**src/common/ident_pkg.sv**
```systemverilog
// Constants and carrier types for the identify word register bank.
// Assumes a 32-bit APB master on pclk and byte addresses of 8 bits.
package ident_pkg;
    // -----------------------------------------------------------------
    // Register byte offsets
    // -----------------------------------------------------------------
    localparam logic [7:0] OFF_MODE = 8'h00;
    localparam logic [7:0] OFF_XFER = 8'h04;
    localparam logic [7:0] OFF_MPW_REV = 8'h08;
    localparam logic [7:0] OFF_LBA_LO = 8'h0C;
    localparam logic [7:0] OFF_LBA_HI = 8'h10;
    localparam logic [7:0] OFF_TRIM_LIM = 8'h14;
    localparam logic [7:0] OFF_SEC_CTRL = 8'h18;
    localparam logic [7:0] OFF_SEC_CMD = 8'h1C;
    localparam logic [7:0] OFF_POWER = 8'h20;
    localparam logic [7:0] OFF_ADV_IDE = 8'h24;
    localparam logic [7:0] OFF_ADV_PC = 8'h28;
    localparam logic [7:0] OFF_W88 = 8'h40;
    localparam logic [7:0] OFF_W92 = 8'h44;
    localparam logic [7:0] OFF_W100 = 8'h48;
    localparam logic [7:0] OFF_W102 = 8'h4C;
    localparam logic [7:0] OFF_W105 = 8'h50;
    localparam logic [7:0] OFF_W128 = 8'h54;
    localparam logic [7:0] OFF_W160 = 8'h58;
    localparam logic [7:0] OFF_W163 = 8'h5C;
    localparam logic [7:0] OFF_W164 = 8'h60;
    localparam logic [7:0] OFF_W169 = 8'h64;
    localparam logic [7:0] OFF_W87 = 8'h68;
    localparam logic [7:0] OFF_SEC_STAT = 8'h6C;
    // -----------------------------------------------------------------
    // Field positions and limits
    // -----------------------------------------------------------------
    localparam int UDMA_MODES = 7;
    localparam int W88_SEL_LSB = 8;
    localparam logic [2:0] UDMA_TOP = 3'h6;
    localparam logic [2:0] ADV_IDE_TOP = 3'h2;
    localparam logic [2:0] PC_CYC_TOP = 3'h3;
    localparam logic [15:0] W87_VALUE = 16'h4000;
    localparam logic [15:0] W169_VALUE = 16'h0001;
    localparam logic [3:0] ATTEMPTS_RST = 4'h5;
    // -----------------------------------------------------------------
    // Carrier types
    // -----------------------------------------------------------------
    typedef struct packed {
        logic enh_erase;
        logic level_max;
        logic frozen;
        logic locked;
        logic enabled;
        logic capable;
    } sec_cfg_t;
    typedef struct packed {
        logic power_desc_valid;
        logic no_level1_power_cmds;
        logic level1_power_cmds_disabled;
        logic [11:0] max_ma;
    } power_t;
    typedef struct packed {
        logic [2:0] mdma_sel;
        logic [2:0] pio_sel;
        logic [2:0] mdma_sup;
        logic [2:0] pio_sup;
    } adv_ide_t;
    typedef struct packed {
        logic modes_valid;
        logic [2:0] udma_sel;
        logic [2:0] mem_udma;
        logic [2:0] io_udma;
        logic [2:0] mem_cyc;
        logic [2:0] io_cyc;
    } adv_pc_t;
endpackage

```
**src/rtl/ident_words.sv**
```systemverilog
// Identify word register bank: timing modes, security, power, capacity.
// Assumes an APB master on pclk; software loads the card state and the
// identify words are formed from it and read back over the same bus.
//
// Design decisions made here: the address map and the APB slave port.
module ident_words
    import ident_pkg::*;
(
    // Clock and reset
    input wire logic pclk,
    input wire logic presetn,
    // APB slave
    input wire logic psel,
    input wire logic penable,
    input wire logic pwrite,
    input wire logic [7:0] paddr,
    input wire logic [31:0] pwdata,
    output logic [31:0] prdata,
    output logic pready,
    output logic pslverr,
    // Security command outcome
    output logic cmd_abort
);
    // -----------------------------------------------------------------
    // Bus handshake
    // -----------------------------------------------------------------
    logic pready_q;
    logic pslverr_q;
    logic [31:0] prdata_q;
    logic cmd_abort_q;
    logic acc;
    logic done;
    logic wr;
    logic known;
    logic writable;
    logic [31:0] rdata;

    // One wait state: data is captured in the first access cycle.
    assign acc = psel && penable && !pready_q;
    assign done = psel && penable && pready_q;
    assign wr = done && pwrite && writable;

    always_ff @(posedge pclk or negedge presetn) begin
        if (!presetn) begin
            pready_q <= 1'b0;
        end else begin
            pready_q <= acc;
        end
    end

    always_ff @(posedge pclk or negedge presetn) begin
        if (!presetn) begin
            prdata_q <= 32'h0000_0000;
            pslverr_q <= 1'b0;
        end else if (acc) begin
            prdata_q <= (pwrite || !known) ? 32'h0000_0000 : rdata;
            pslverr_q <= !known || (pwrite && !writable);
        end
    end

    // -----------------------------------------------------------------
    // Software state
    // -----------------------------------------------------------------
    logic true_ide_q;
    logic udma_cap_q;
    logic [2:0] udma_max_q;
    logic [2:0] udma_mode_q;
    logic udma_on_q;
    logic mdma_on_q;
    logic [15:0] mpw_rev_q;
    logic [47:0] max_lba_q;
    logic [15:0] trim_lim_q;
    sec_cfg_t sec_q;
    power_t pwr_q;
    adv_ide_t ide_q;
    adv_pc_t pc_q;
    adv_ide_t ide_w;
    adv_pc_t pc_w;

    assign ide_w = adv_ide_t'(pwdata[11:0]);
    assign pc_w = adv_pc_t'(pwdata[15:0]);

    always_ff @(posedge pclk or negedge presetn) begin
        if (!presetn) begin
            true_ide_q <= 1'b0;
            udma_cap_q <= 1'b0;
            udma_max_q <= 3'h0;
        end else if (wr && paddr == OFF_MODE) begin
            true_ide_q <= pwdata[0];
            udma_cap_q <= pwdata[1];
            udma_max_q <= (pwdata[4:2] > UDMA_TOP) ? UDMA_TOP : pwdata[4:2];
        end
    end

    // DMA mode exclusion
    // Ultra DMA wins when both are requested in one write, if its mode is within udma_max_q.
    always_ff @(posedge pclk or negedge presetn) begin
        if (!presetn) begin
            udma_mode_q <= 3'h0;
            udma_on_q <= 1'b0;
            mdma_on_q <= 1'b0;
        end else if (wr && paddr == OFF_XFER) begin
            if (pwdata[3] && pwdata[2:0] <= udma_max_q) begin
                udma_mode_q <= pwdata[2:0];
                udma_on_q <= 1'b1;
                mdma_on_q <= 1'b0;
            end else if (pwdata[4]) begin
                udma_on_q <= 1'b0;
                mdma_on_q <= 1'b1;
            end else if (!pwdata[3]) begin
                udma_on_q <= 1'b0;
                mdma_on_q <= 1'b0;
            end
        end
    end

    always_ff @(posedge pclk or negedge presetn) begin
        if (!presetn) begin
            mpw_rev_q <= 16'h0000;
            trim_lim_q <= 16'h0000;
        end else if (wr && paddr == OFF_MPW_REV) begin
            mpw_rev_q <= pwdata[15:0];
        end else if (wr && paddr == OFF_TRIM_LIM) begin
            trim_lim_q <= pwdata[15:0];
        end
    end

    always_ff @(posedge pclk or negedge presetn) begin
        if (!presetn) begin
            max_lba_q <= 48'h0000_0000_0000;
        end else if (wr && paddr == OFF_LBA_LO) begin
            max_lba_q[31:0] <= pwdata;
        end else if (wr && paddr == OFF_LBA_HI) begin
            max_lba_q[47:32] <= pwdata[15:0];
        end
    end

    always_ff @(posedge pclk or negedge presetn) begin
        if (!presetn) begin
            sec_q <= '0;
            pwr_q <= '0;
        end else if (wr && paddr == OFF_SEC_CTRL) begin
            sec_q <= sec_cfg_t'(pwdata[5:0]);
        end else if (wr && paddr == OFF_POWER) begin
            pwr_q <= power_t'({pwdata[15], pwdata[13:0]});
        end
    end

    // PIO and multiword DMA support and selection codes
    // A field written with a reserved code keeps its previous value.
    always_ff @(posedge pclk or negedge presetn) begin
        if (!presetn) begin
            ide_q <= '0;
        end else if (wr && paddr == OFF_ADV_IDE) begin
            if (ide_w.pio_sup <= ADV_IDE_TOP) begin
                ide_q.pio_sup <= ide_w.pio_sup;
            end
            if (ide_w.mdma_sup <= ADV_IDE_TOP) begin
                ide_q.mdma_sup <= ide_w.mdma_sup;
            end
            if (ide_w.pio_sel <= ADV_IDE_TOP) begin
                ide_q.pio_sel <= ide_w.pio_sel;
            end
            if (ide_w.mdma_sel <= ADV_IDE_TOP) begin
                ide_q.mdma_sel <= ide_w.mdma_sel;
            end
        end
    end

    always_ff @(posedge pclk or negedge presetn) begin
        if (!presetn) begin
            pc_q <= '0;
        end else if (wr && paddr == OFF_ADV_PC) begin
            if (pc_w.io_cyc <= PC_CYC_TOP) begin
                pc_q.io_cyc <= pc_w.io_cyc;
            end
            if (pc_w.mem_cyc <= PC_CYC_TOP) begin
                pc_q.mem_cyc <= pc_w.mem_cyc;
            end
            if (pc_w.io_udma <= UDMA_TOP) begin
                pc_q.io_udma <= pc_w.io_udma;
            end
            if (pc_w.mem_udma <= UDMA_TOP) begin
                pc_q.mem_udma <= pc_w.mem_udma;
            end
            if (pc_w.udma_sel <= UDMA_TOP) begin
                pc_q.udma_sel <= pc_w.udma_sel;
            end
            pc_q.modes_valid <= pc_w.modes_valid;
        end
    end

    // -----------------------------------------------------------------
    // Security attempt counter
    // -----------------------------------------------------------------
    logic [3:0] attempts_q;
    logic expired_q;
    logic abort_seen_q;
    logic cmd_wr;
    logic sec_req;

    assign cmd_wr = wr && paddr == OFF_SEC_CMD;
    assign sec_req = cmd_wr && (pwdata[1] || pwdata[2]);

    // Attempt expiry
    // Only presetn clears the expiry, standing in for power-on or hard reset.
    always_ff @(posedge pclk or negedge presetn) begin
        if (!presetn) begin
            attempts_q <= ATTEMPTS_RST;
            expired_q <= 1'b0;
        end else if (cmd_wr && pwdata[0] && !expired_q) begin
            attempts_q <= attempts_q - 4'h1;
            expired_q <= attempts_q == 4'h1;
        end
    end

    // Abort while expired
    // A new refusal in the cycle of a clear keeps the sticky flag set.
    always_ff @(posedge pclk or negedge presetn) begin
        if (!presetn) begin
            cmd_abort_q <= 1'b0;
            abort_seen_q <= 1'b0;
        end else begin
            cmd_abort_q <= sec_req && expired_q;
            if (sec_req && expired_q) begin
                abort_seen_q <= 1'b1;
            end else if (wr && paddr == OFF_SEC_STAT && pwdata[5]) begin
                abort_seen_q <= 1'b0;
            end
        end
    end

    // -----------------------------------------------------------------
    // Identify words
    // -----------------------------------------------------------------
    logic [6:0] udma_sup_v;
    logic [6:0] udma_sel_v;
    logic [15:0] w88;
    logic [63:0] w_lba;
    logic [15:0] w128;
    logic [15:0] w160;
    logic [15:0] w163;
    logic [15:0] w164;

    for (genvar i = 0; i < UDMA_MODES; i++) begin : g_udma
        assign udma_sup_v[i] = udma_max_q >= 3'(i);
        assign udma_sel_v[i] = udma_on_q && udma_mode_q == 3'(i);
    end

    assign w88 = (true_ide_q && udma_cap_q) ?
        {1'b0, udma_sel_v, 1'b0, udma_sup_v} : 16'h0000;

    assign w_lba = {16'h0000, max_lba_q} + 64'h1;

    assign w128 = {7'h00, sec_q.level_max && sec_q.enabled, 2'b00,
        sec_q.enh_erase, expired_q, sec_q.frozen, sec_q.locked,
        sec_q.enabled, sec_q.capable};

    assign w160 = {pwr_q.power_desc_valid, 1'b0,
        pwr_q.no_level1_power_cmds, pwr_q.level1_power_cmds_disabled,
        pwr_q.max_ma};

    // Advanced selection reported
    // A chosen advanced multiword mode is hidden while Ultra DMA is on.
    assign w163 = {4'h0, udma_on_q ? 3'h0 : ide_q.mdma_sel, ide_q.pio_sel,
        ide_q.mdma_sup, ide_q.pio_sup};

    assign w164 = {pc_q.modes_valid, pc_q.udma_sel, pc_q.mem_udma,
        pc_q.io_udma, pc_q.mem_cyc, pc_q.io_cyc};

    // -----------------------------------------------------------------
    // Read decode
    // -----------------------------------------------------------------
    always_comb begin
        rdata = 32'h0000_0000;
        known = 1'b1;
        writable = 1'b1;
        case (paddr)
            OFF_MODE: rdata = {27'h0, udma_max_q, udma_cap_q, true_ide_q};
            OFF_XFER: rdata = {27'h0, mdma_on_q, udma_on_q, udma_mode_q};
            OFF_MPW_REV: rdata = {16'h0, mpw_rev_q};
            OFF_LBA_LO: rdata = max_lba_q[31:0];
            OFF_LBA_HI: rdata = {16'h0, max_lba_q[47:32]};
            OFF_TRIM_LIM: rdata = {16'h0, trim_lim_q};
            OFF_SEC_CTRL: rdata = {26'h0, sec_q};
            OFF_SEC_CMD: rdata = 32'h0000_0000;
            OFF_POWER: rdata = {16'h0, w160};
            OFF_ADV_IDE: rdata = {20'h0, ide_q};
            OFF_ADV_PC: rdata = {16'h0, pc_q};
            OFF_SEC_STAT: rdata = {26'h0, abort_seen_q, attempts_q, expired_q};
            default: begin
                writable = 1'b0;
                case (paddr)
                    OFF_W88: rdata = {16'h0, w88};
                    OFF_W92: rdata = {16'h0, mpw_rev_q};
                    OFF_W100: rdata = w_lba[31:0];
                    OFF_W102: rdata = w_lba[63:32];
                    OFF_W105: rdata = {16'h0, trim_lim_q};
                    OFF_W128: rdata = {16'h0, w128};
                    OFF_W160: rdata = {16'h0, w160};
                    OFF_W163: rdata = {16'h0, w163};
                    OFF_W164: rdata = {16'h0, w164};
                    OFF_W169: rdata = {16'h0, W169_VALUE};
                    OFF_W87: rdata = {16'h0, W87_VALUE};
                    default: known = 1'b0;
                endcase
            end
        endcase
    end

    assign prdata = prdata_q;
    assign pready = pready_q;
    assign pslverr = pslverr_q;
    assign cmd_abort = cmd_abort_q;
endmodule

```
**config.mk**
```make
export PLATFORM = sky130hd
export DESIGN_NAME = ident_words
export DESIGN_NICKNAME = d
export VERILOG_FILES = /design/src/common/ident_pkg.sv /design/src/rtl/ident_words.sv
export SDC_FILE = /design/constraint.sdc
export NUM_CORES = 1
export LEC_CHECK = 0
export BUFFER_PORTS_ARGS = -buffer_cell sky130_fd_sc_hd__buf_4
export CAP_MARGIN = 20
export CELL_PAD_IN_SITES_DETAIL_PLACEMENT = 0
export CELL_PAD_IN_SITES_GLOBAL_PLACEMENT = 1
export CORE_MARGIN = 4
export CORE_UTILIZATION = 48
export DETAILED_ROUTE_END_ITERATION = 7
export PLACE_DENSITY = 0.82
export SETUP_SLACK_MARGIN = 0.4
export SYNTH_ARGS = -nofsm -noshare
export SYNTH_HDL_FRONTEND = slang
export SYNTH_SLANG_ARGS = --single-unit
export TNS_END_PERCENT = 50
```
**constraint.sdc**
```tcl
create_clock -name pclk -period 2.55 [get_ports pclk]
set_clock_uncertainty 0.2 [all_clocks]
set_input_delay 0.1275 -clock pclk [delete_from_list [all_inputs] [get_ports pclk]]
set_output_delay 0.1275 -clock pclk [all_outputs]
set_load 0.01 [all_outputs]
```
==> After elaboration in Yosys (flattened, before gate mapping) <==
Cells that the tools add are included.
{ "totals": {"inputBits": 45, "mem_count": 0, "output_inout_bits": 35, "latchBits": 0, "register_bits": 180, "ramBits": 0, "elab_cells": 165, "mem_bits_ro": 0} }
{ "classes": {"reduce_logical": 59, "addsub": 2, "multipliers": 0, "shift": 0, "magnitude_cmp": 18, "bitwise_logic": 3, "n_mux": 16, "n_eq_ne": 30, "div": 0} }
{ "op_table": {"columns": ["cell", "n"], "rows": [
  ["$pmux W32 S12", 1],
  ["$pmux W32 S11", 1],
  ["$eq A8 B7 Y1 const B", 12],
  ["$add A48 B1 Y49 const B", 1],
  ["$logic_and A1 B1 Y1", 33],
  ["$eq A8 B5 Y1 const B", 4],
  ["$mux W32", 1],
  ["$reduce_and A2 Y1", 14],
  ["$eq A8 B6 Y1 const B", 3],
  ["$le A3 B2 Y1 const B", 6],
  ["$eq A8 B4 Y1 const B", 2],
  ["$mux W15", 1],
  ["$reduce_or A12 Y1", 1],
  ["$reduce_or A11 Y1", 1],
  ["$mux W1", 10],
  ["$eq A3 B3 Y1 const B", 3],
  ["$ge A3 B3 Y1 const B", 3],
  ["$le A3 B3 Y1 const B", 3],
  ["$eq A8 B3 Y1 const B", 1],
  ["$logic_not A8 Y1", 1],
  ["$eq A3 B2 Y1 const B", 2],
  ["$ge A3 B1 Y1 const B", 2],
  ["$ge A3 B2 Y1 const B", 2],
  ["$mux W3", 2],
  ["11 further kinds", 18]
]} }

==> Logic depth before layout (Yosys ltp) <==
{ "depth": {"ltp_word": 8, "ltp_mapped": 9, "mapped_depth_nobuf": 8} }

==> Worst setup path before layout <==
No wires, ideal clock.
{ "synth_path": {"kind": "reg-to-reg", "from": "register max_lba_q[0]", "to": "register prdata_q[16] (netlist: prdata[16])", "path_buffers": 0, "required_ns": 2.282, "setup_time_ns": 0.068, "stages_incl_launch_ff": 8, "arrival_ns": 2.080, "setup_slack_ns": 0.202, "synth_period_minus_slack_ns": 2.348, "path_cell_list": "dfrtp_1 ha_1 and4_1 nand4bb_4 or2_2 or4_1 o211ai_1 a32o_1"} }
{ "synth_via": {"elab_chain_len": 4} }
{ "synth_lines": {"columns": ["item", "line_no", "rtl"], "rows": [
  ["start: declaration", "ident_words.sv:71", "logic [47:0] max_lba_q;"],
  ["start signal: assignment", "ident_words.sv:132", "max_lba_q[31:0] <= pwdata;"],
  ["$add A48 B1 Y49", "ident_words.sv:253", "assign w_lba = {16'h0000, max_lba_q} + 64'h1;"],
  ["$pmux W32 S11", "ident_words.sv:293", "case (paddr)"],
  ["$pmux W32 S12", "ident_words.sv:278", "case (paddr)"],
  ["$mux W32", "ident_words.sv:56", "prdata_q <= (pwrite || !known) ? 32'h0000_0000 : rdata;"],
  ["end signal: assignment", "ident_words.sv:56", null],
  ["end: declaration", "ident_words.sv:29", "logic [31:0] prdata_q;"]
]} }
Every way passes these cells.
A chain may end at the register's enable or synchronous reset.

==> Worst setup path in the final report <==
{ "layout_path": {"from": "register max_lba_q[8]", "to": "register prdata_q[5] (netlist: prdata[5])"} }
Same word-level chain as after synthesis.

==> flow_summary.toml <==
[placement]
gp_congestion = 1.00
io_buffer_count = 79
dp_cells = 1480
dp_hpwl_mm = 30.4

[synth]
synth_edf_count = 0
synth_area_per_cell_um2 = 10.0
synth.ff_latch_count = 180
synth_fp_nets = 1124
yosys.area.top_type = "dfrtp_1"
yosysWarnings = 0
syn_inst = 1073
ys_async_sr_fraction_pct = 100
ys_seq_area_share_pct = 41.9
ys.flop_type = "dfrtp_1"
synth_top_area_share_pct = 41.4
synth.distinct_cells = 87
synthTopCellsByArea = "dfrtp_1, mux2_2, nand2_1"
syn_area_um2 = 10800

[cts]
cts.htree.levels = 4
cts_buffers = 17
insertion_delay_ns = 0.44
cts.root.buffer_cell = "clkbuf_16"
cts_buffer_depth = 2
cts_sinks = 180
cts.clk_slew.worst_paths_ns = 0.08
cts_tree = "yes"

[layout]
stdcell_count = 1582
drive_above_1_share_pct = 36.9
syn_to_final_growth_pct = 30.4
fin_nets = 1340
num_antenna_cells = 0

[route]
drtAntennaViolNets = 0
drt-vias-per-instance = 6.70
wl_per_cell_um = 27.1
wirelength_mm = 42.9
drt_first_pass_iters = 5
vias = 10600
drt_iter0_drc = 1375
drc = 0

[timing]
hold_violations = 0
fin_crit_sh_pct = 90.4
grt_setup_unrepaired = "true"
whs_ns = 0.0213
finalSetupViolCount = 0
finalCriticalPeriod_ns = 2.30
slew_violations = 0
fin_tns_setup_ns = 0
fmax_ghz = 0.434
relSlewSlack_pct = 28.2
worstMarginPinSlew_ns = 1.06

[floorplan]
start_util_pct = 49.0
fp.dieW_um = 158
core_um2 = 22000
fp-row-count = 54
ios = 80
dieArea_um2 = 24900
die_h_um = 158

[worst_hold_path]
hp-start = "pwdata[0]"
min_to = "attempts_q[0]"
hold_path.class = "in -> reg"
min_path_cells = 5

[flow_run]
max_cap_viol_count = 0

[setup_path]
r2r_slack_ns = 0.25
startpoint = "max_lba_q[8]"
r2r-end = "prdata[5]"
reg2regPathDepth = 7
startpoint_type = "flip-flop"
crit_path_end_kind = "flip-flop"
worst_ep_arrival_time_ns = 2.41
path_class = "reg -> reg"
regToRegStartpoint = "max_lba_q[8]"
critPathRequiredTime_ns = 2.66
cp_max_fo = 4

[power_and_ir_drop]
switching_share_pct = 27.6
p_per_area_nw_per_um2 = 441
clock_power_share_pct = 45.2
ir_worst_vdd_mv = 0.490
p_sw_mw = 1.71
finalPower_mw = 6.19
power.internal_mw = 4.48
p_seq_share_pct = 46.4
p_leak_nw = 6.23
pwr-share-comb_pct = 8.4

[global_route]
grt_pass1_vias = 10200
grt_pass1_wl_mm = 64.3
antenna_found_initial = 1
grt_max_degree = 72
overflow = 0
grtUsageTotal_pct = 34.6

[run_status]
status = "finished clean"
## cell families (layout without fill, tap and decap cells)
kind of cell	Yosys count	in the layout	synth area share, %
AOI/OAI and AO/OA	262	262	17.0
xor gates and xnor gates	29	29	2.36
adders and majority gates	6	6	0.698
buffers and inverters	93	322	3.90
DFF	180	180	41.9
muxes	147	147	15.7
and+or+nand+nor	356	356	18.4
## worst max-delay path, stage by stage (launching register included)
cell and delay [ns]:
dfrtp_2 0.45, nand3_4 0.13, nor4_4 0.32, buf_4 0.19, nand4_1 0.21, xnor2_1 0.20, a2111oi_1 0.37, a21oi_1 0.09
## per-stage QoR
stage	area [um2]	worst slack, ns	util, %
finish	14000	0.246	63.9
CTS	13800	0.243	62.9
floorplan	10800	0.281	-
global placement	12500	0.125	56.8
global route	14000	0.167	63.9
detailed placement	12500	0.0756	56.8
## cells in the mapped netlist, types with 5 or more instances
cell	instances
a22oi_1	27
a211oi_1	5
nor2b_1	10
inv_1	14
buf_2	28
mux2_2	112
a32oi_1	16
ha_1	6
xor2_1	7
nand3_1	42
and3_1	10
xnor2_1	22
o21a_1	6
a21o_1	6
nand2_1	98
mux2i_1	27
a21oi_1	45
o22ai_1	8
a32o_1	5
nor4_1	12
o211ai_1	14
and4_1	10
a22o_1	12
clkbuf_1	43
nor2_1	61
o21ai_0	54
a222oi_1	7
a31oi_1	7
dfrtp_1	178
nand4_1	26
mux4_2	5
o22a_1	9
nor3_1	31
## power groups by stage
| stage | Sequential (mW) | Clock, mW | Combinational [mW] |
|---|---|---|---|
| detailed placement | 2.92 | 0 | 0.459 |
| finish | 2.87 | 2.80 | 0.522 |
| global route | 2.87 | 2.92 | 0.549 |
| global placement | 2.92 | 0 | 0.459 |
| CTS | 2.87 | 2.81 | 0.507 |
| floorplan | 2.93 | 0 | 0.186 |
## registers in the layout (all words and copies together) (netlist names), 3 cells and up
register,cells
attempts_q,4
ide_q,12
max_lba_q,48
mpw_rev_q,16
pc_q,16
prdata,32
pwr_q,15
sec_q,6
trim_lim_q,16
udma_max_q,3
udma_mode_q,3
## timing repair
action	in CTS	in global routing
endpoints found under the hold margin	249	0
setup buffers	28	7
gates cloned	0	0
endpoints found under the setup margin	36	82
hold buffers	35	0
pin swaps	27	21
gates resized for setup	42	41
## area by class of cell
| class | instances | area (um2) |
|---|---|---|
| flip-flops and latches | 180 | 4520 |
| clock inverters | 14 | 185 |
| repair buffers | 276 | 2350 |
| fillers | 1782 | 7940 |
| multi-input cells | 800 | 6130 |
| well taps | 280 | 350 |
| inverters | 14 | 52.6 |
| clock buffers | 18 | 429 |
## cells in the final DEF, fill, tap and decap left out, types with 27 or more instances in the layout
master / count
nor2_1: 57
buf_4: 219
mux2_2: 112
dfrtp_1: 166
a21oi_1: 42
nand3_1: 36
nand2_1: 95
o21ai_0: 42
a22oi_1: 27
mux2i_1: 27
dlygate4sd3_1: 35
## how the worst max path moves through the flow
stage                endpoint  slack [ns]  cells past startpoint
3_5_place_dp        prdata[5]        0.08                      7
6_report            prdata[5]        0.25                      7
3_3_place_gp       prdata[14]        0.13                      7
5_1_grt             prdata[5]        0.17                      7
2_1_floorplan      prdata[16]        0.28                      7
4_1_cts        udma_mode_q[0]        0.24                      8
## routing by layer
metal | track usage (%) | part of all wire [%] | vias up
met5 | 0 | 0.030 | -
met2 | 52.5 | 45 | 728
li1 | - | - | 4512
met4 | 11.9 | 3.6 | 2
met1 | 49.1 | 41 | 5226
met3 | 7.60 | 11 | 129
Note: power is estimated with default switching activity, not from simulation.
